File: src/bdcfg_pkg.sv
package bdcfg_pkg;
  // register byte offsets
  localparam logic [7:0] ADR_SETUP = 8'h00;
  localparam logic [7:0] ADR_CMD = 8'h04;
  localparam logic [7:0] ADR_DIGEST = 8'h08;
  localparam logic [7:0] ADR_ACTIVE = 8'h0c;
  localparam logic [7:0] ADR_STANDBY = 8'h10;
  localparam logic [7:0] ADR_IRQ_STAT = 8'h14;
  localparam logic [7:0] ADR_IRQ_MASK = 8'h18;
  localparam logic [7:0] ADR_DECODE = 8'h1c;
  // second_setup_reg fields
  localparam int SEL_LSB = 0;
  localparam int INDEP_BIT = 2;
  localparam int LOCK_BIT = 3;
  localparam logic [3:0] SETUP_RST = 4'h0;
  // command and report fields
  localparam int CLEAR_BIT = 0;
  localparam int NUM_EVENTS = 8;
  localparam int CMP_BIT = 8;
  localparam int IRQ_FAULT_BIT = 0;
  localparam int IRQ_CAPTURE_BIT = 1;
  localparam logic [1:0] MASK_RST = 2'h0;
  localparam logic [2:0] LEVEL_RST = 3'h1;
  // six pin levels as resolved codes
  localparam logic [2:0] LVL1 = 3'h1;
  localparam logic [2:0] LVL2 = 3'h2;
  localparam logic [2:0] LVL3 = 3'h3;
  localparam logic [2:0] LVL4 = 3'h4;
  localparam logic [2:0] LVL5 = 3'h5;
  localparam logic [2:0] LVL6 = 3'h6;
  // serial select codes
  localparam logic [1:0] SEL_OFF = 2'h0;
  localparam logic [1:0] SEL_LS_OFF = 2'h0;
  localparam logic [1:0] SEL_LS_ON = 2'h1;
  localparam logic [1:0] SEL_HS_OFF = 2'h2;
  localparam logic [1:0] SEL_HS_ON = 2'h3;
  // bus answers
  localparam logic [1:0] RESP_OKAY = 2'h0;
  localparam logic [1:0] RESP_SLVERR = 2'h2;
  typedef enum logic [2:0] {
    ST_SLEEP = 3'b001,
    ST_INIT = 3'b010,
    ST_RUN = 3'b100
  } bdcfg_state_t;
endpackage : bdcfg_pkg

File: src/bdcfg_sync3.sv
`timescale 1ns/10ps
module bdcfg_sync3 #(
  parameter int W = 1,
  parameter logic [W-1:0] RST = '0
) (
  input wire logic clk_in,
  input wire logic rst_in,
  input wire logic [W-1:0] d_in,
  output logic [W-1:0] q_out
);
  logic [W-1:0] s1_q;
  logic [W-1:0] s2_q;
  logic [W-1:0] s3_q;
  // three stages; a change counts only once stages two and three agree
  always_ff @(posedge clk_in or posedge rst_in)
  begin
    if (rst_in)
    begin
      s1_q <= RST;
      s2_q <= RST;
      s3_q <= RST;
      q_out <= RST;
    end
    else
    begin
      s1_q <= d_in;
      s2_q <= s1_q;
      s3_q <= s2_q;
      if (s2_q == s3_q)
        q_out <= s3_q;
    end
  end
endmodule : bdcfg_sync3

File: src/bdcfg_decode.sv
`timescale 1ns/10ps
module bdcfg_decode (
  input wire logic serial_in,
  input wire logic indep_in,
  input wire logic [2:0] level_in,
  input wire logic [1:0] sel_in,
  output logic olp_en_out,
  output logic high_side_out,
  output logic reg_en_out,
  output logic onstate_en_out,
  output logic retry_out
);
  // pure table lookup; the caller decides when its inputs may change
  always_comb
  begin
    olp_en_out = 1'b1;
    high_side_out = 1'b0;
    reg_en_out = 1'b1;
    onstate_en_out = 1'b1;
    retry_out = 1'b0;
    if (serial_in && !indep_in)
      olp_en_out = (sel_in != bdcfg_pkg::SEL_OFF);
    else if (serial_in)
    begin
      case (sel_in)
        bdcfg_pkg::SEL_LS_OFF: olp_en_out = 1'b0;
        bdcfg_pkg::SEL_HS_OFF: olp_en_out = 1'b0;
        default: olp_en_out = 1'b1;
      endcase
      high_side_out = sel_in[1];
      reg_en_out = !sel_in[1];
      onstate_en_out = sel_in[1];
    end
    else
    begin
      case (level_in)
        bdcfg_pkg::LVL1:
        begin
          olp_en_out = 1'b0;
          retry_out = 1'b1;
        end
        bdcfg_pkg::LVL5: olp_en_out = 1'b0;
        bdcfg_pkg::LVL4: retry_out = indep_in;
        bdcfg_pkg::LVL6: retry_out = indep_in;
        default: retry_out = 1'b0;
      endcase
      // high-side levels exist only for two half-bridges
      if (indep_in && (level_in == bdcfg_pkg::LVL3 ||
          level_in == bdcfg_pkg::LVL4))
      begin
        high_side_out = 1'b1;
        reg_en_out = 1'b0;
      end
    end
  end
endmodule : bdcfg_decode

File: src/bdcfg_top.sv
// Functional notes
// - hardwired pin is read as one of six levels, each a fixed setup
// - full bridge: level1 off+retry, level5 off+latch, others on+latch
// - half bridges: levels 3,4 high-side no regulation; 1,4,6 retry
// - hardwired level captured only at init after reset or wake
// - serial variant keeps a two-bit select field in the setup register
// - full bridge serial: code 00 disables off-state checks, others enable
// - half bridges serial: four codes pick load side and off-state check
// - serial select field takes effect at once when written
// - any fault pulls the open-drain alarm line low, except while the comparator drives the line in off-state checks
// - entering sleep releases the alarm line
// - serial: line is inverse of summary, or comparator when locked during off-state checks
// - serial: asserted faults are logged in summary and reports
// - logs cleared only by clear command or sleep request
// - one word read gives active report or standby report
// - each fault event has its own report bit
`timescale 1ns/10ps
module bdcfg_top (
  input wire logic CLOCK_IN,
  input wire logic RESET_IN,
  input wire logic [7:0] AWADDR_IN,
  input wire logic AWVALID_IN,
  output logic AWREADY_OUT,
  input wire logic [31:0] WDATA_IN,
  input wire logic [3:0] WSTRB_IN,
  input wire logic WVALID_IN,
  output logic WREADY_OUT,
  output logic [1:0] BRESP_OUT,
  output logic BVALID_OUT,
  input wire logic BREADY_IN,
  input wire logic [7:0] ARADDR_IN,
  input wire logic ARVALID_IN,
  output logic ARREADY_OUT,
  output logic [31:0] RDATA_OUT,
  output logic [1:0] RRESP_OUT,
  output logic RVALID_OUT,
  input wire logic RREADY_IN,
  input wire logic [2:0] LOAD_CHECK_CONFIG_PIN_IN,
  input wire logic LOW_POWER_REQUEST_N_IN,
  input wire logic MODE_INDEPENDENT_IN,
  input wire logic SERIAL_VARIANT_IN,
  input wire logic OFFSTATE_CMP_IN,
  input wire logic STATE_ACTIVE_IN,
  input wire logic [7:0] FAULT_EVENTS_IN,
  output logic ALARM_LINE_N_OUT,
  output logic ALARM_LINE_N_OE_OUT,
  output logic OFFSTATE_LOAD_CHECK_EN_OUT,
  output logic HIGH_SIDE_LOAD_OUT,
  output logic CURRENT_LIMIT_REGULATION_EN_OUT,
  output logic ONSTATE_CHECK_EN_OUT,
  output logic FAULT_RETRY_OUT,
  output logic IRQ_OUT
);
  localparam int NE = bdcfg_pkg::NUM_EVENTS;
  localparam logic [6:0] PIN_RST = 7'h10;

  logic [6:0] pins_s;
  logic [2:0] level_s;
  logic sleep_n_s;
  logic indep_s;
  logic serial_s;
  logic cmp_s;
  bdcfg_pkg::bdcfg_state_t state_q;
  logic [2:0] level_q;
  logic serial_q;
  logic [3:0] setup_q;
  logic [1:0] mask_q;
  logic [1:0] irq_stat_q;
  logic [NE-1:0] active_log_q;
  logic [NE-1:0] standby_log_q;
  logic [NE-1:0] events_q;
  logic awready_q;
  logic wready_q;
  logic aw_got_q;
  logic w_got_q;
  logic [7:0] awaddr_q;
  logic [31:0] wdata_q;
  logic [3:0] wstrb_q;
  logic bvalid_q;
  logic [1:0] bresp_q;
  logic arready_q;
  logic rvalid_q;
  logic [31:0] rdata_q;
  logic [1:0] rresp_q;
  logic alarm_n_q;
  logic alarm_oe_q;
  logic olp_q;
  logic hs_q;
  logic reg_q;
  logic ona_q;
  logic retry_q;
  logic irq_q;

  // pin inputs pass the three-stage filter; fault events are local logic
  bdcfg_sync3 #(
    .W(7),
    .RST(PIN_RST)
  ) u_pins (
    .clk_in(CLOCK_IN),
    .rst_in(RESET_IN),
    .d_in({LOAD_CHECK_CONFIG_PIN_IN, LOW_POWER_REQUEST_N_IN,
           MODE_INDEPENDENT_IN, SERIAL_VARIANT_IN, OFFSTATE_CMP_IN}),
    .q_out(pins_s)
  );
  assign level_s = pins_s[6:4];
  assign sleep_n_s = pins_s[3];
  assign indep_s = pins_s[2];
  assign serial_s = pins_s[1];
  assign cmp_s = pins_s[0];

  // bus handshakes and decoded strobes
  logic aw_hs;
  logic w_hs;
  logic ar_hs;
  logic do_write;
  logic wr_low;
  logic wr_known;
  logic rd_known;
  logic wr_setup;
  logic wr_cmd;
  logic wr_mask;
  logic rd_irq;
  logic clear_cmd;
  assign aw_hs = AWVALID_IN && awready_q;
  assign w_hs = WVALID_IN && wready_q;
  assign ar_hs = ARVALID_IN && arready_q;
  assign do_write = aw_got_q && w_got_q && !bvalid_q;
  assign wr_low = do_write && wstrb_q[0];
  assign wr_setup = wr_low && awaddr_q == bdcfg_pkg::ADR_SETUP;
  assign wr_cmd = wr_low && awaddr_q == bdcfg_pkg::ADR_CMD;
  assign wr_mask = wr_low && awaddr_q == bdcfg_pkg::ADR_IRQ_MASK;
  assign rd_irq = ar_hs && ARADDR_IN == bdcfg_pkg::ADR_IRQ_STAT;
  assign clear_cmd = wr_cmd && wdata_q[bdcfg_pkg::CLEAR_BIT];

  // mapped addresses: all eight words, aligned
  assign wr_known = awaddr_q[1:0] == 2'h0 && awaddr_q <= bdcfg_pkg::ADR_DECODE;
  assign rd_known = ARADDR_IN[1:0] == 2'h0 && ARADDR_IN <= bdcfg_pkg::ADR_DECODE;

  // write channels: address and data taken in either order, then answered
  always_ff @(posedge CLOCK_IN or posedge RESET_IN)
  begin
    if (RESET_IN)
    begin
      awready_q <= 1'b1;
      wready_q <= 1'b1;
      aw_got_q <= 1'b0;
      w_got_q <= 1'b0;
      awaddr_q <= 8'h00;
      wdata_q <= 32'h0000_0000;
      wstrb_q <= 4'h0;
      bvalid_q <= 1'b0;
      bresp_q <= bdcfg_pkg::RESP_OKAY;
    end
    else
    begin
      if (aw_hs)
      begin
        aw_got_q <= 1'b1;
        awaddr_q <= AWADDR_IN;
        awready_q <= 1'b0;
      end
      if (w_hs)
      begin
        w_got_q <= 1'b1;
        wdata_q <= WDATA_IN;
        wstrb_q <= WSTRB_IN;
        wready_q <= 1'b0;
      end
      if (do_write)
      begin
        aw_got_q <= 1'b0;
        w_got_q <= 1'b0;
        bvalid_q <= 1'b1;
        bresp_q <= wr_known ? bdcfg_pkg::RESP_OKAY : bdcfg_pkg::RESP_SLVERR;
      end
      // readies stay low until the answer is taken: one write at a time
      if (bvalid_q && BREADY_IN)
      begin
        bvalid_q <= 1'b0;
        awready_q <= 1'b1;
        wready_q <= 1'b1;
      end
    end
  end

  // read data mux, sampled on the address handshake
  logic [31:0] rd_mux;
  logic fault_sum;
  always_comb
  begin
    rd_mux = 32'h0000_0000;
    case (ARADDR_IN)
      bdcfg_pkg::ADR_SETUP: rd_mux[3:0] = setup_q;
      bdcfg_pkg::ADR_DIGEST:
        rd_mux[2:0] = {|standby_log_q, |active_log_q, fault_sum};
      bdcfg_pkg::ADR_ACTIVE: rd_mux[NE-1:0] = active_log_q;
      bdcfg_pkg::ADR_STANDBY:
      begin
        rd_mux[NE-1:0] = standby_log_q;
        rd_mux[bdcfg_pkg::CMP_BIT] = cmp_s;
      end
      bdcfg_pkg::ADR_IRQ_STAT: rd_mux[1:0] = irq_stat_q;
      bdcfg_pkg::ADR_IRQ_MASK: rd_mux[1:0] = mask_q;
      bdcfg_pkg::ADR_DECODE:
        rd_mux[8:0] = {retry_q, ona_q, reg_q, hs_q, olp_q, serial_q, level_q};
      default: rd_mux = 32'h0000_0000;
    endcase
  end

  // read channel: answer one cycle after the address is taken
  always_ff @(posedge CLOCK_IN or posedge RESET_IN)
  begin
    if (RESET_IN)
    begin
      arready_q <= 1'b1;
      rvalid_q <= 1'b0;
      rdata_q <= 32'h0000_0000;
      rresp_q <= bdcfg_pkg::RESP_OKAY;
    end
    else if (ar_hs)
    begin
      arready_q <= 1'b0;
      rvalid_q <= 1'b1;
      rdata_q <= rd_mux;
      rresp_q <= rd_known ? bdcfg_pkg::RESP_OKAY : bdcfg_pkg::RESP_SLVERR;
    end
    else if (rvalid_q && RREADY_IN)
    begin
      rvalid_q <= 1'b0;
      arready_q <= 1'b1;
    end
  end

  // power state: sleep, one init cycle after wake or reset, then run
  always_ff @(posedge CLOCK_IN or posedge RESET_IN)
  begin
    if (RESET_IN)
      state_q <= bdcfg_pkg::ST_SLEEP;
    else
    begin
      case (state_q)
        bdcfg_pkg::ST_SLEEP:
          if (sleep_n_s)
            state_q <= bdcfg_pkg::ST_INIT;
        bdcfg_pkg::ST_INIT:
          state_q <= bdcfg_pkg::ST_RUN;
        bdcfg_pkg::ST_RUN:
          if (!sleep_n_s)
            state_q <= bdcfg_pkg::ST_SLEEP;
        default: state_q <= bdcfg_pkg::ST_SLEEP;
      endcase
    end
  end

  // level and variant strap are caught in init only; later pin moves ignored
  always_ff @(posedge CLOCK_IN or posedge RESET_IN)
  begin
    if (RESET_IN)
    begin
      level_q <= bdcfg_pkg::LEVEL_RST;
      serial_q <= 1'b0;
    end
    else if (state_q == bdcfg_pkg::ST_INIT)
    begin
      level_q <= level_s;
      serial_q <= serial_s;
    end
  end

  // software setup and mask; the select field acts in the next cycle
  always_ff @(posedge CLOCK_IN or posedge RESET_IN)
  begin
    if (RESET_IN)
    begin
      setup_q <= bdcfg_pkg::SETUP_RST;
      mask_q <= bdcfg_pkg::MASK_RST;
    end
    else
    begin
      if (wr_setup)
        setup_q <= wdata_q[3:0];
      if (wr_mask)
        mask_q <= wdata_q[1:0];
    end
  end

  // configuration decode; mode comes from the pin or from the setup bit
  logic indep_mode;
  logic olp_d;
  logic hs_d;
  logic reg_d;
  logic ona_d;
  logic retry_d;
  assign indep_mode = serial_q ? setup_q[bdcfg_pkg::INDEP_BIT] : indep_s;
  bdcfg_decode u_decode (
    .serial_in(serial_q),
    .indep_in(indep_mode),
    .level_in(level_q),
    .sel_in(setup_q[bdcfg_pkg::SEL_LSB +: 2]),
    .olp_en_out(olp_d),
    .high_side_out(hs_d),
    .reg_en_out(reg_d),
    .onstate_en_out(ona_d),
    .retry_out(retry_d)
  );

  // decoded settings registered for the outputs
  always_ff @(posedge CLOCK_IN or posedge RESET_IN)
  begin
    if (RESET_IN)
    begin
      olp_q <= 1'b0;
      hs_q <= 1'b0;
      reg_q <= 1'b0;
      ona_q <= 1'b0;
      retry_q <= 1'b0;
    end
    else
    begin
      olp_q <= olp_d;
      hs_q <= hs_d;
      reg_q <= reg_d;
      ona_q <= ona_d;
      retry_q <= retry_d;
    end
  end

  // fault logs: events land in the report of the current state
  logic running;
  logic log_clear;
  logic [NE-1:0] act_set;
  logic [NE-1:0] stb_set;
  assign running = state_q == bdcfg_pkg::ST_RUN;
  assign log_clear = clear_cmd || state_q == bdcfg_pkg::ST_SLEEP;
  assign act_set = running && STATE_ACTIVE_IN ? FAULT_EVENTS_IN : '0;
  assign stb_set = running && !STATE_ACTIVE_IN ? FAULT_EVENTS_IN : '0;
  assign fault_sum = |active_log_q || |standby_log_q;

  // a set in the clearing cycle survives the clear
  always_ff @(posedge CLOCK_IN or posedge RESET_IN)
  begin
    if (RESET_IN)
    begin
      active_log_q <= '0;
      standby_log_q <= '0;
      events_q <= '0;
    end
    else
    begin
      active_log_q <= (log_clear ? '0 : active_log_q) | act_set;
      standby_log_q <= (log_clear ? '0 : standby_log_q) | stb_set;
      events_q <= running ? FAULT_EVENTS_IN : '0;
    end
  end

  // alarm line request; comparator takes over during off-state checks, in serial only when locked
  logic olp_phase;
  logic alarm_on;
  assign olp_phase = olp_q && !STATE_ACTIVE_IN;
  always_comb
  begin
    alarm_on = 1'b0;
    if (!running)
      alarm_on = 1'b0;
    else if (serial_q && olp_phase && setup_q[bdcfg_pkg::LOCK_BIT])
      alarm_on = !cmp_s;
    else if (serial_q)
      alarm_on = fault_sum;
    else if (olp_phase)
      alarm_on = !cmp_s;
    else
      alarm_on = retry_q ? |events_q : fault_sum;
  end

  // open drain: enable high while pulling low
  always_ff @(posedge CLOCK_IN or posedge RESET_IN)
  begin
    if (RESET_IN)
    begin
      alarm_n_q <= 1'b1;
      alarm_oe_q <= 1'b0;
    end
    else
    begin
      alarm_n_q <= !alarm_on;
      alarm_oe_q <= alarm_on;
    end
  end

  // sticky interrupt causes, cleared by reading; new cause beats the read
  logic [1:0] irq_set;
  assign irq_set[bdcfg_pkg::IRQ_FAULT_BIT] =
    |((act_set & ~active_log_q) | (stb_set & ~standby_log_q));
  assign irq_set[bdcfg_pkg::IRQ_CAPTURE_BIT] = state_q == bdcfg_pkg::ST_INIT;
  always_ff @(posedge CLOCK_IN or posedge RESET_IN)
  begin
    if (RESET_IN)
    begin
      irq_stat_q <= 2'h0;
      irq_q <= 1'b0;
    end
    else
    begin
      irq_stat_q <= (rd_irq ? 2'h0 : irq_stat_q) | irq_set;
      irq_q <= |(irq_stat_q & mask_q);
    end
  end

  assign AWREADY_OUT = awready_q;
  assign WREADY_OUT = wready_q;
  assign BVALID_OUT = bvalid_q;
  assign BRESP_OUT = bresp_q;
  assign ARREADY_OUT = arready_q;
  assign RVALID_OUT = rvalid_q;
  assign RDATA_OUT = rdata_q;
  assign RRESP_OUT = rresp_q;
  assign ALARM_LINE_N_OUT = alarm_n_q;
  assign ALARM_LINE_N_OE_OUT = alarm_oe_q;
  assign OFFSTATE_LOAD_CHECK_EN_OUT = olp_q;
  assign HIGH_SIDE_LOAD_OUT = hs_q;
  assign CURRENT_LIMIT_REGULATION_EN_OUT = reg_q;
  assign ONSTATE_CHECK_EN_OUT = ona_q;
  assign FAULT_RETRY_OUT = retry_q;
  assign IRQ_OUT = irq_q;
endmodule : bdcfg_top

File: config.mk
export PLATFORM = sky130hd
export DESIGN_NAME = bdcfg_top
export DESIGN_NICKNAME = d
export VERILOG_FILES = /design/src/bdcfg_pkg.sv /design/src/bdcfg_sync3.sv /design/src/bdcfg_decode.sv /design/src/bdcfg_top.sv
export SDC_FILE = /design/constraint.sdc
export NUM_CORES = 1
export LEC_CHECK = 0
export ABC_AREA = 1
export ABC_CLOCK_PERIOD_IN_PS = 5410
export BUFFER_PORTS_ARGS = -buffer_cell sky130_fd_sc_hd__buf_2
export CAP_MARGIN = 40
export CORE_ASPECT_RATIO = 0.8
export CORE_MARGIN = 2
export CORE_UTILIZATION = 40
export DETAILED_ROUTE_END_ITERATION = 6
export GPL_TIMING_DRIVEN = 1
export PLACE_DENSITY = 0.75
export SLEW_MARGIN = 20
export SYNTH_ARGS = -nofsm -noshare
export SYNTH_HDL_FRONTEND = slang
export SYNTH_SLANG_ARGS = --single-unit
File: constraint.sdc
create_clock -name CLOCK_IN -period 5.41 [get_ports CLOCK_IN]
set_clock_uncertainty 0.2 [all_clocks]
set_input_delay 0.2705 -clock CLOCK_IN [delete_from_list [all_inputs] [get_ports CLOCK_IN]]
set_output_delay 0.2705 -clock CLOCK_IN [all_outputs]
set_load 0.05 [all_outputs]
==> run metrics, run 1 <==
DR vias/cell 4.70; Max Fclk approximately 470 MHz; Worst EP arrival about 2.2 ns; top-area cell type share of the netlist area 0.502; final setup fails 0; number of unique standard cell types used by synthesis 35; routability congestion estimate 0.896; pin count of the biggest net entering global routing 71; wire length per cell 12.9 um; FILL cells 1053; CP Cell Sequence nor2_2 -> nand2_1 -> or2_1 -> nor2_1 -> inv_1 -> nor2_1; Critical Path RT about 5.5 ns; number of buffers created by CTS 9; CP delay by family, top simple AND/OR/NAND/NOR gates; Starting Density 0.413; Die W 126 um; critical path fanouts, max 13; status finished, final reports clean; RSZ-0062 raised after global routing no; Final Hold Viols 0; pre-CTS setup slack 3.28 ns; hold slack 0.0535 ns; layout cell share with drive strength beyond 1 0.187; Multi-input gate area about 0.0017 mm^2; max_slew headroom 0.657; Power Density ~380 mW/mm^2; Detail Placement HPWL 7.53 mm; Syn Area/Cell slightly below 9 um^2; Die Ht a little over 100 um; most common cell in the netlist nand2_1; CTS clk-pin slew, worst paths about 0.070 ns; leak pwr approximately 0.003 uW; clock sink count roughly 110; CP bufs+invs 1; cell row count 35; fin. max-slew vios 0; Final TNS setup 0 ns; number of synthesized register bits ~110; top-level I/O count about 120; Top FF cell, synth dfrtp_1; Slowest cell on crit path nand2_1; TritonRoute pass-1 iters 5; top post-synthesis cells by area dfrtp_1 50%, nand2_1 9.3%, nor2_1 5.7%; CP Capture Type flip-flop; post-route ant nets 0; Total Wirelength ~10 mm; clk_lat worst skew between 0.3 and 0.4 ns; Max-Cap Viols 0; first-pass GRT wire length 17.4 mm; sequential share of the synthesized area 0.556; HP Class primary input to flip-flop; vias in the first global route ~3700; Critical Path Most Common Cell nor2_1; commonest cells in the netlist 119 x nand2_1, 96 x dfrtp_1, 73 x nor2_1; area leader, netlist dfrtp_1; final worst slack about 3.3 ns; EDFF count, synth 0; core area roughly 0.012 mm^2; Finished Layout Cells a little over 800; slew at the pin closest to its max-slew limit 0.512 ns; DP Cell Count around 760; CTS tree yes; register area about 0.0027 mm^2; Yosys Warn Count 0; Max VDD drop ~0.00024 V; Overall Global Routing Usage 0.172; I/O Buffers 67; Crit Path Class flip-flop to flip-flop; FFs w/ async S/R, synth 1.00; DRT iter0 DRCs approximately 260; DRC 0; GRT Max-Usage Layer met2; post-synthesis cell count 552; grt met3 use 0.0539; Startpoint Class flip-flop; Final nets 733; Tcrit/Tclk final 0.395; number of H-tree levels 3; initial antenna violation count 1; setup bufs post-CTS 0; CTS Root Cell clkbuf_16; die area between 0.01 and 0.015 mm^2; vias after detailed routing about 3800; area delta synth->final 22.0%; Final min period ~2.1 ns; M1 GR Usage 0.230; post-CTS sizing 0; Cell Area, Synth between 0.004 and 0.005 mm^2; Largest stage delay, worst path about 0.43 ns; GRT Residual Overflow 0; Global Route met2 Usage 0.275; Longest Clk Path Bufs 2
-- final timing paths --
| path | from | to | slack (ns) | cells after the start |
|---|---|---|---|---|
| worst min-delay path | ARADDR_IN[5] | RRESP_OUT[1] | 0.05 | 3 |
| worst max-delay path | state_q[1] | ALARM_LINE_N_OE_OUT | 3.27 | 6 |
| min in group asynchronous | RESET_IN | u_pins.s1_q[6] | 0.27 | 3 |
| worst min register to register | u_pins.s1_q[0] | u_pins.s2_q[0] | 0.15 | 0 |
| max in group asynchronous | RESET_IN | ALARM_LINE_N_OUT | 3.65 | 5 |
| worst max register to register | state_q[1] | ALARM_LINE_N_OE_OUT | 3.27 | 6 |
-- state kept, by name, indices dropped and copies added (netlist names), 2 cells and up --
signal and cells:
events_q 8, mask_q 2, state_q 3, wdata_q 4, RDATA_OUT 9, level_q 3
u_pins.q_out 7, awaddr_q 8, standby_log_q 8, u_pins.s1_q 7, active_log_q 8, u_pins.s2_q 7
irq_stat_q 2, setup_q 4, u_pins.s3_q 7
-- kinds of logic (layout without fill, tap and decap cells) --
kind of cell              after synthesis  count (layout)  share of synthesized area
AOI/OAI and AO/OA                      72              72                     0.0870
xor gates and xnor gates                7               7                     0.0128
buffers and inverters                 113             200                      0.113
DFF                                   106             106                      0.556
other                                   1              26                   0.000783
and+or+nand+nor                       253             253                      0.230
-- report_power, final --
| group | switching, uW | total [uW] | internal (uW) |
|---|---|---|---|
| clock network | 317 | 646 | 329 |
| logic | 393 | 546 | 153 |
| registers | 88.7 | 1020 | 929 |
-- tightest hold or removal path, cell delays in order --
cell and delay [ns]:
buf_2 0.11, nor3_1 0.06, o21ai_0 0.12
-- cells in the final DEF, fill, tap and decap left out, types with 2 or more instances in the layout --
master	n
a21oi_1	9
buf_2	67
clkbuf_16	9
clkinv_1	2
clkinv_4	2
conb_1	25
dfrtp_1	96
dfstp_2	10
dlygate4sd3_1	35
inv_1	68
inv_2	9
inv_8	3
nand2_1	119
nand2_2	3
nand3_1	23
nand3b_1	3
nand4_1	14
nor2_1	73
nor2_2	4
nor2_4	3
nor3_1	6
o211ai_1	5
o21ai_0	36
o21ai_1	8
o21ai_2	5
o22ai_1	5
xnor2_1	7
-- routing by layer --
layer | vias up | share of wire
met5 | - | 0
met2 | 156 | 0.45
met1 | 1743 | 0.45
met4 | 0 | 0.015
li1 | 1903 | -
met3 | 16 | 0.079
-- area by class of cell --
| type | count | area share |
|---|---|---|
| Sequential cell | 106 | 0.456 |
| Clock inverter | 7 | 0.0131 |
| Timing Repair Buffer | 104 | 0.122 |
| Multi-Input combinational cell | 357 | 0.286 |
| Antenna cell | 1 | 0.000428 |
| Inverter | 80 | 0.0518 |
| Tap cell | 148 | 0.0317 |
| Clock buffer | 9 | 0.0385 |
-- repair_timing --
item | CTS | global route
endpoints found under the hold margin | 62 | 0
endpoints found under the setup margin | 0 | 0
hold buffers | 35 | 0
-- per-stage QoR --
step | utilization | power [uW] | instance area [um^2]
after global routing | 0.503 | 2330 | 5840
after floorplan | - | 1440 | 4880
after CTS | 0.502 | 2220 | 5820
final | 0.504 | 2210 | 5840
after detailed placement | 0.445 | 1550 | 5170
after global placement | 0.445 | 1530 | 5170
(Power assumes the default switching activity.)
==> run 2, diff against run 1 <==
--- a/config.mk
+++ b/config.mk
@@ -6,7 +6,7 @@
 export NUM_CORES = 1
 export LEC_CHECK = 0
 export ABC_AREA = 1
-export ABC_CLOCK_PERIOD_IN_PS = 5410
+export ABC_CLOCK_PERIOD_IN_PS = 2100
 export BUFFER_PORTS_ARGS = -buffer_cell sky130_fd_sc_hd__buf_2
 export CAP_MARGIN = 40
 export CORE_ASPECT_RATIO = 0.8
==> constraint.sdc (replaced) <==
create_clock -name CLOCK_IN -period 2.1 [get_ports CLOCK_IN]
set_clock_uncertainty 0.2 [all_clocks]
set_input_delay 0.105 -clock CLOCK_IN [delete_from_list [all_inputs] [get_ports CLOCK_IN]]
set_output_delay 0.105 -clock CLOCK_IN [all_outputs]
set_load 0.05 [all_outputs]
==> run 2 against run 1 <==
Sequential share of layout area is 0.46 points lower. Clock power grew to 2.6 times the previous value. Routed wire length is 2.3% higher. Core utilization is 0.52 points higher. First-iteration DRC count is 8.1% lower. Fmax is 15% higher. Clock-buffer cell count stayed put. Largest cell class unchanged. Cell area is 1.0% higher. Total power grew to 2.6 times the previous value. Flip-flop and latch count stayed put. Cell count is 0.74% higher. Non-clock buffer count is 6 higher.
==> run metrics, run 2 (synthesis gave the netlist of run 1 again) <==
final worst slack 0.247 ns (was 3.27 ns); Power Density 968 mW/mm^2 (was 378 mW/mm^2); setup bufs post-CTS 0 (unchanged); CP Capture Type flip-flop (unchanged); Final TNS setup 0 ns (unchanged); critical path fanouts, max 13 (unchanged); CTS tree yes (unchanged); Hold Path Cell Cnt 5 (was 3); fin. max-slew vios 0 (unchanged); most common cell after layout, fill and taps aside nand2_1 (unchanged); routability congestion estimate 0.902 (was 0.896); wire length per cell 13.1 um (was 12.9 um); DR vias/cell 4.80 (was 4.70); I/O Buffers 67 (unchanged); initial antenna violation count 2 (was 1); pre-CTS setup slack 0.303 ns (was 3.28 ns); first-pass GRT wire length 17.8 mm (was 17.4 mm); area delta synth->final 23.3% (was 22.0%); Tcrit/Tclk final 0.882 (was 0.395); Startpoint Class flip-flop (unchanged); status finished, final reports clean (unchanged); vias in the first global route 3717 (was 3672); Multi-input gate area 0.00167 mm^2 (unchanged); DP Area 0.00522 mm^2 (was 0.00517 mm^2); Worst EP arrival 1.95 ns (was 2.22 ns); final instance area 0.00590 mm^2 (was 0.00584 mm^2); layout cell share with drive strength beyond 1 0.188 (was 0.187); Die W 126 um (unchanged); CTS hold repair buffers 39 (was 35); reg2reg path depth 8 (was 6); core area 0.0116 mm^2 (unchanged); CTS Root Cell clkbuf_16 (unchanged); Critical Path RT 2.19 ns (was 5.50 ns); DRT iter0 DRCs 237 (was 258); CTS clk-pin slew, worst paths 0.08 ns (was 0.07 ns); Largest register FFs 9 (unchanged); GRT Residual Overflow 0 (unchanged); Max Fclk 540 MHz (was 468 MHz); max_slew headroom 0.589 (was 0.657); final core occ 0.509 (was 0.504); Longest Clk Path Bufs 2 (unchanged); Max VDD drop 0.000973 V (was 0.000242 V); Largest stage delay, worst path 0.43 ns (about the same); Max-Cap Viols 0 (unchanged); FILL cells 1065 (was 1053); clk_lat worst skew 0.35 ns (was 0.36 ns); number of H-tree levels 3 (unchanged); Detail Placement HPWL 7.70 mm (was 7.53 mm); Crit Path Class flip-flop to flip-flop (unchanged); final setup fails 0 (unchanged); TritonRoute pass-1 iters 4 (was 5); vias after detailed routing 3928 (was 3818); number of buffers created by CTS 9 (unchanged); slew at the pin closest to its max-slew limit 0.616 ns (was 0.512 ns); Final min period 1.85 ns (was 2.14 ns); Overall Global Routing Usage 0.176 (was 0.172); top-level I/O count 124 (unchanged); most frequent cells in the layout 119 x nand2_1, 96 x dfrtp_1, 73 x nor2_1 (unchanged); Total Wirelength 10.7 mm (was 10.4 mm); RSZ-0062 raised after global routing no (unchanged); register area 0.00267 mm^2 (unchanged); cell row count 35 (unchanged); CP Cell Sequence nor2_2 -> nand2_1 -> buf_4 -> nor2_4 -> nand3_1 -> nand2_1 -> nor2_1 -> nand3_1 (was nor2_2 -> nand2_1 -> or2_1 -> nor2_1 -> inv_1 -> nor2_1); post-CTS sizing 0 (unchanged); post-route ant nets 0 (unchanged); pin count of the biggest net entering global routing 43 (was 71); Final nets 739 (was 733); die area 0.0129 mm^2 (unchanged); clock sink count 106 (unchanged); Final Hold Viols 0 (unchanged); leak pwr 0.00299 uW (was 0.00297 uW); HP Class primary input to flip-flop (unchanged); Starting Density 0.413 (unchanged); Die Ht 102 um (unchanged); Slowest cell on crit path nor2_2 (was nand2_1); DRC 0 (unchanged)
run 2: changes by cell type in the layout (fill, tap and decap cells not counted):
cell / delta
dlygate4sd3_1: +4
clkinvlp_4: +2
buf_12: +1
buf_4: +1
clkinv_4: -1
clkinv_8: -1
inv_4: -1
inv_6: +1
run 2: per-layer routing:
layer / up-vias / global-route usage / wire [um]
met5: - / 0 / 11
met3: 23 / 0.0503 / 774
li1: 1913 / - / -
met2: 154 / 0.275 / 4750
met1: 1836 / 0.238 / 4960
met4: 2 / 0.0592 / 184
run 2: worst max-delay path, delay by kind of cell (launching register included):
| kind | cells | cell delay [ns] |
|---|---|---|
| AND/OR/NAND/NOR | 7 | 0.96 |
| buffers and inverters | 1 | 0.22 |
| flip-flops | 1 | 0.41 |
run 2: stage by stage:
stage / std cells / hold slack, ns / total power (uW)
floorplan: 576 / -0.0905 / 3710
global placement: 762 / 0.00802 / 3950
detailed placement: 762 / 0.0120 / 4000
CTS: 817 / 0.0233 / 5760
global route: 817 / 0.0714 / 6050
finish: 818 / 0.0316 / 5720
run 2: cell type report:
type / instances / area share
multi-input combinational: 357 / 0.284
sequential: 106 / 0.451
antenna: 1 / 0.000424
clock inverter: 7 / 0.0114
clock buffer: 9 / 0.0381
inverter: 80 / 0.0515
timing repair buffer: 110 / 0.132
tap: 148 / 0.0314
run 2: path summary, 6_finish.rpt:
path / from / endpoint / slack [ns]
setup reg to reg: state_q[1] / irq_stat_q[0] / 0.25
setup / recovery: state_q[1] / irq_stat_q[0] / 0.25
hold reg to reg: u_pins.s1_q[1] / u_pins.s2_q[1] / 0.15
hold / removal: ARADDR_IN[7] / RRESP_OUT[1] / 0.03
min in group asynchronous: RESET_IN / awaddr_q[0] / 0.18
max in group asynchronous: RESET_IN / u_pins.s3_q[4] / 0.86
run 2: power breakdown:
part | switching, uW | internal [uW] | total [uW]
combinational | 1020 | 417 | 1440
sequential | 233 | 2390 | 2630
clock | 813 | 840 | 1650
total | 2070 | 3650 | 5720
==> run 3, diff against run 2 <==
--- a/config.mk
+++ b/config.mk
@@ -5,7 +5,6 @@
 export SDC_FILE = /design/constraint.sdc
 export NUM_CORES = 1
 export LEC_CHECK = 0
-export ABC_AREA = 1
 export ABC_CLOCK_PERIOD_IN_PS = 2100
 export BUFFER_PORTS_ARGS = -buffer_cell sky130_fd_sc_hd__buf_2
 export CAP_MARGIN = 40
@@ -14,7 +13,7 @@
 export CORE_UTILIZATION = 40
 export DETAILED_ROUTE_END_ITERATION = 6
 export GPL_TIMING_DRIVEN = 1
-export PLACE_DENSITY = 0.75
+export PLACE_DENSITY = 0.76
 export SLEW_MARGIN = 20
 export SYNTH_ARGS = -nofsm -noshare
 export SYNTH_HDL_FRONTEND = slang
==> run 3 against run 2 <==
Core utilization up 1.3 points. Total power down 5.2%. Register-to-register slack worse by 0.22 ns.
==> run metrics, run 3 <==
DP Cell Count 583 (was 762); reg2reg path depth 4 (was 8); final core occ 0.521 (was 0.509); clock sink count 106 (unchanged); HP Class primary input to flip-flop (unchanged); Yosys Warn Count 0 (unchanged); critical path fanouts, max 8 (was 13); vias after detailed routing 3321 (was 3928); CTS Root Cell clkbuf_16 (unchanged); area delta synth->final 26.0% (was 23.3%); pin count of the biggest net entering global routing 36 (was 43); final worst slack 0.0279 ns (was 0.247 ns); number of buffers created by CTS 9 (unchanged); number of unique standard cell types used by synthesis 50 (was 35); Final min period 2.07 ns (was 1.85 ns); Die Ht 99.3 um (was 102 um); EDFF count, synth 0 (unchanged); most frequent cells in the layout 96 x dfrtp_1, 67 x buf_2, 38 x dlygate4sd3_1 (was 119 x nand2_1, 96 x dfrtp_1, 73 x nor2_1); CTS tree yes (unchanged); pre-CTS setup slack -0.0295 ns (was 0.303 ns); Total Wirelength 10.2 mm (was 10.7 mm); Largest stage delay, worst path 0.58 ns (was 0.43 ns); setup bufs post-CTS 0 (unchanged); FILL cells 947 (was 1065); Final nets 564 (was 739); slew at the pin closest to its max-slew limit 0.632 ns (was 0.616 ns); Power Density 947 mW/mm^2 (was 968 mW/mm^2); Max-Cap Viols 0 (unchanged); hold_sp STATE_ACTIVE_IN (was ARADDR_IN[7]); Tcrit/Tclk final 0.987 (was 0.882); Crit Path Class flip-flop to flip-flop (unchanged); CTS clk-pin slew, worst paths 0.08 ns (about the same); routability congestion estimate 0.940 (was 0.902); post-synthesis cell count 372 (was 552); Overall Global Routing Usage 0.177 (was 0.176); Longest Clk Path Bufs 2 (unchanged); DR vias/cell 5.21 (was 4.80); GRT Residual Overflow 0 (unchanged); initial antenna violation count 0 (was 2); Startpoint Class flip-flop (unchanged); status finished, final reports clean (unchanged); Finished Layout Cells 638 (was 818); I/O Buffers 67 (unchanged); core area 0.0110 mm^2 (was 0.0116 mm^2); number of H-tree levels 3 (unchanged); DRC 0 (unchanged); Largest register FFs 9 (unchanged); CP Cell Sequence or4_4 -> nor3_4 -> a41oi_4 -> a22o_2 (was nor2_2 -> nand2_1 -> buf_4 -> nor2_4 -> nand3_1 -> nand2_1 -> nor2_1 -> nand3_1); Max Fclk 483 MHz (was 540 MHz); origin of the critical flop-to-flop path awaddr_q[1] (was state_q[1]); Top FF cell, synth dfrtp_1 (unchanged); Max VDD drop 0.000522 V (was 0.000973 V); most common cell in the netlist dfrtp_1 (was nand2_1); Critical Path RT 2.14 ns (was 2.19 ns); Final Hold Viols 0 (unchanged); Hold Path Cell Cnt 3 (was 5); sequential share of the synthesized area 0.587 (was 0.556); leak pwr 0.00269 uW (was 0.00299 uW); Die W 123 um (was 126 um); post-route ant nets 0 (unchanged); clk_lat worst skew 0.35 ns (about the same); DRT iter0 DRCs 300 (was 237); Final TNS setup 0 ns (unchanged); FFs w/ async S/R, synth 1.00 (unchanged); most common cell after layout, fill and taps aside dfrtp_1 (was nand2_1); top-area cell type share of the netlist area 0.529 (was 0.502); layout cell share with drive strength beyond 1 0.312 (was 0.188); Cell Area, Synth 0.00454 mm^2 (was 0.00479 mm^2); n_diodes 0 (was 1); Slowest cell on crit path or4_4 (was nor2_2); CP Capture Type flip-flop (unchanged); first-pass GRT wire length 16.6 mm (was 17.8 mm); Tot Pwr 5420 uW (was 5720 uW); Syn Area/Cell 12.2 um^2 (was 8.68 um^2); Detail Placement HPWL 7.31 mm (was 7.70 mm); top post-synthesis cells by area dfrtp_1 53%, mux2_2 7.4%, dfstp_2 5.8% (was dfrtp_1 50%, nand2_1 9.3%, nor2_1 5.7%); top-level I/O count 124 (unchanged); reg2reg setup slack 0.03 ns (was 0.25 ns); commonest cells in the netlist 96 x dfrtp_1, 30 x mux2_2, 25 x buf_4 (was 119 x nand2_1, 96 x dfrtp_1, 73 x nor2_1); fin. max-slew vios 0 (unchanged); final setup fails 0 (unchanged); Hold EP irq_stat_q[0] (was RRESP_OUT[1]); cell row count 34 (was 35); die area 0.0122 mm^2 (was 0.0129 mm^2); RSZ-0062 raised after global routing yes (was no); wire length per cell 16.0 um (was 13.1 um); number of synthesized register bits 106 (unchanged); Worst R2R End active_log_q[0] (was irq_stat_q[0]); Worst EP arrival 2.11 ns (was 1.95 ns); area leader, netlist dfrtp_1 (unchanged); TritonRoute pass-1 iters 5 (was 4); Starting Density 0.414 (was 0.413); vias in the first global route 3214 (was 3717); max_slew headroom 0.577 (was 0.589)
-- run 3: changes by cell type in the layout (fill, tap and decap cells not counted), moves of 9 or more --
cell,delta
nand4_1,-12
mux2_2,+30
nor2_1,-55
inv_1,-52
a22o_2,+14
nand2_1,-99
mux2i_1,+11
o21ai_0,-18
inv_2,-9
nand3_1,-16
-- run 3: repair_timing --
item | in CTS | in global routing
resized for setup | 2 | 2
cloned | 1 | 0
setup endpoints to repair | 10 | 7
endpoints found under the hold margin | 75 | 0
pin swaps | 2 | 3
hold buffers | 38 | 0
-- run 3: area by class of cell --
cell class	count	area, um^2	share of cell area
multi-input cells	242	1730	0.302
clock inverters	6	53.8	0.00940
clock buffers	10	229	0.0400
repair buffers	113	801	0.140
well taps	144	180	0.0315
inverters	17	67.6	0.0118
flip-flops and latches	106	2670	0.466
-- run 3: metal layers --
layer,global-route usage,vias up,part of all wire
met1,0.257,1611,0.45
li1,-,1535,-
met3,0.0493,13,0.081
met4,0.0463,0,0.011
met5,0,-,0
met2,0.263,162,0.46
-- run 3: cell families after synthesis --
logic type,Yosys count,synth area share
XOR/XNOR,7,0.0135
other,1,0.000826
AND/OR/NAND/NOR,94,0.113
buffers and inverters,49,0.0631
multiplexers,41,0.0986
flip-flops,106,0.587
AO/OA/AOI/OAI,74,0.125
-- run 3: critical path: cells and delay by family, from the launching register on --
kind               cells  cell delay [ns]
AOI/OAI and AO/OA      2             0.56
DFF                    1             0.39
and+or+nand+nor        2             0.81
-- run 3: power breakdown --
group | switching, uW | internal [uW]
Sequential | 282 | 2360
Clock | 776 | 830
Combinational | 704 | 466
-- run 3: worst max-delay path by stage --
stage                startpoint              end  slack (ns)  depth (start not counted)
finish              awaddr_q[1]  active_log_q[0]        0.03                          4
global route        awaddr_q[0]  active_log_q[0]       -0.02                          4
CTS                 awaddr_q[1]       setup_q[3]        0.03                          4
detailed placement  awaddr_q[1]  active_log_q[0]       -0.03                          4
global placement    awaddr_q[1]  active_log_q[1]        0.03                          4
floorplan           awaddr_q[1]  active_log_q[5]        0.11                          5
-- run 3: stage by stage --
| stage | hold WS (ns) | instance area, um^2 |
|---|---|---|
| floorplan | -0.0905 | 4640 |
| global placement | 0.00563 | 5010 |
| detailed placement | 0.00768 | 5010 |
| CTS | 0.00680 | 5710 |
| global route | 0.0353 | 5720 |
| finish | 0.0260 | 5720 |
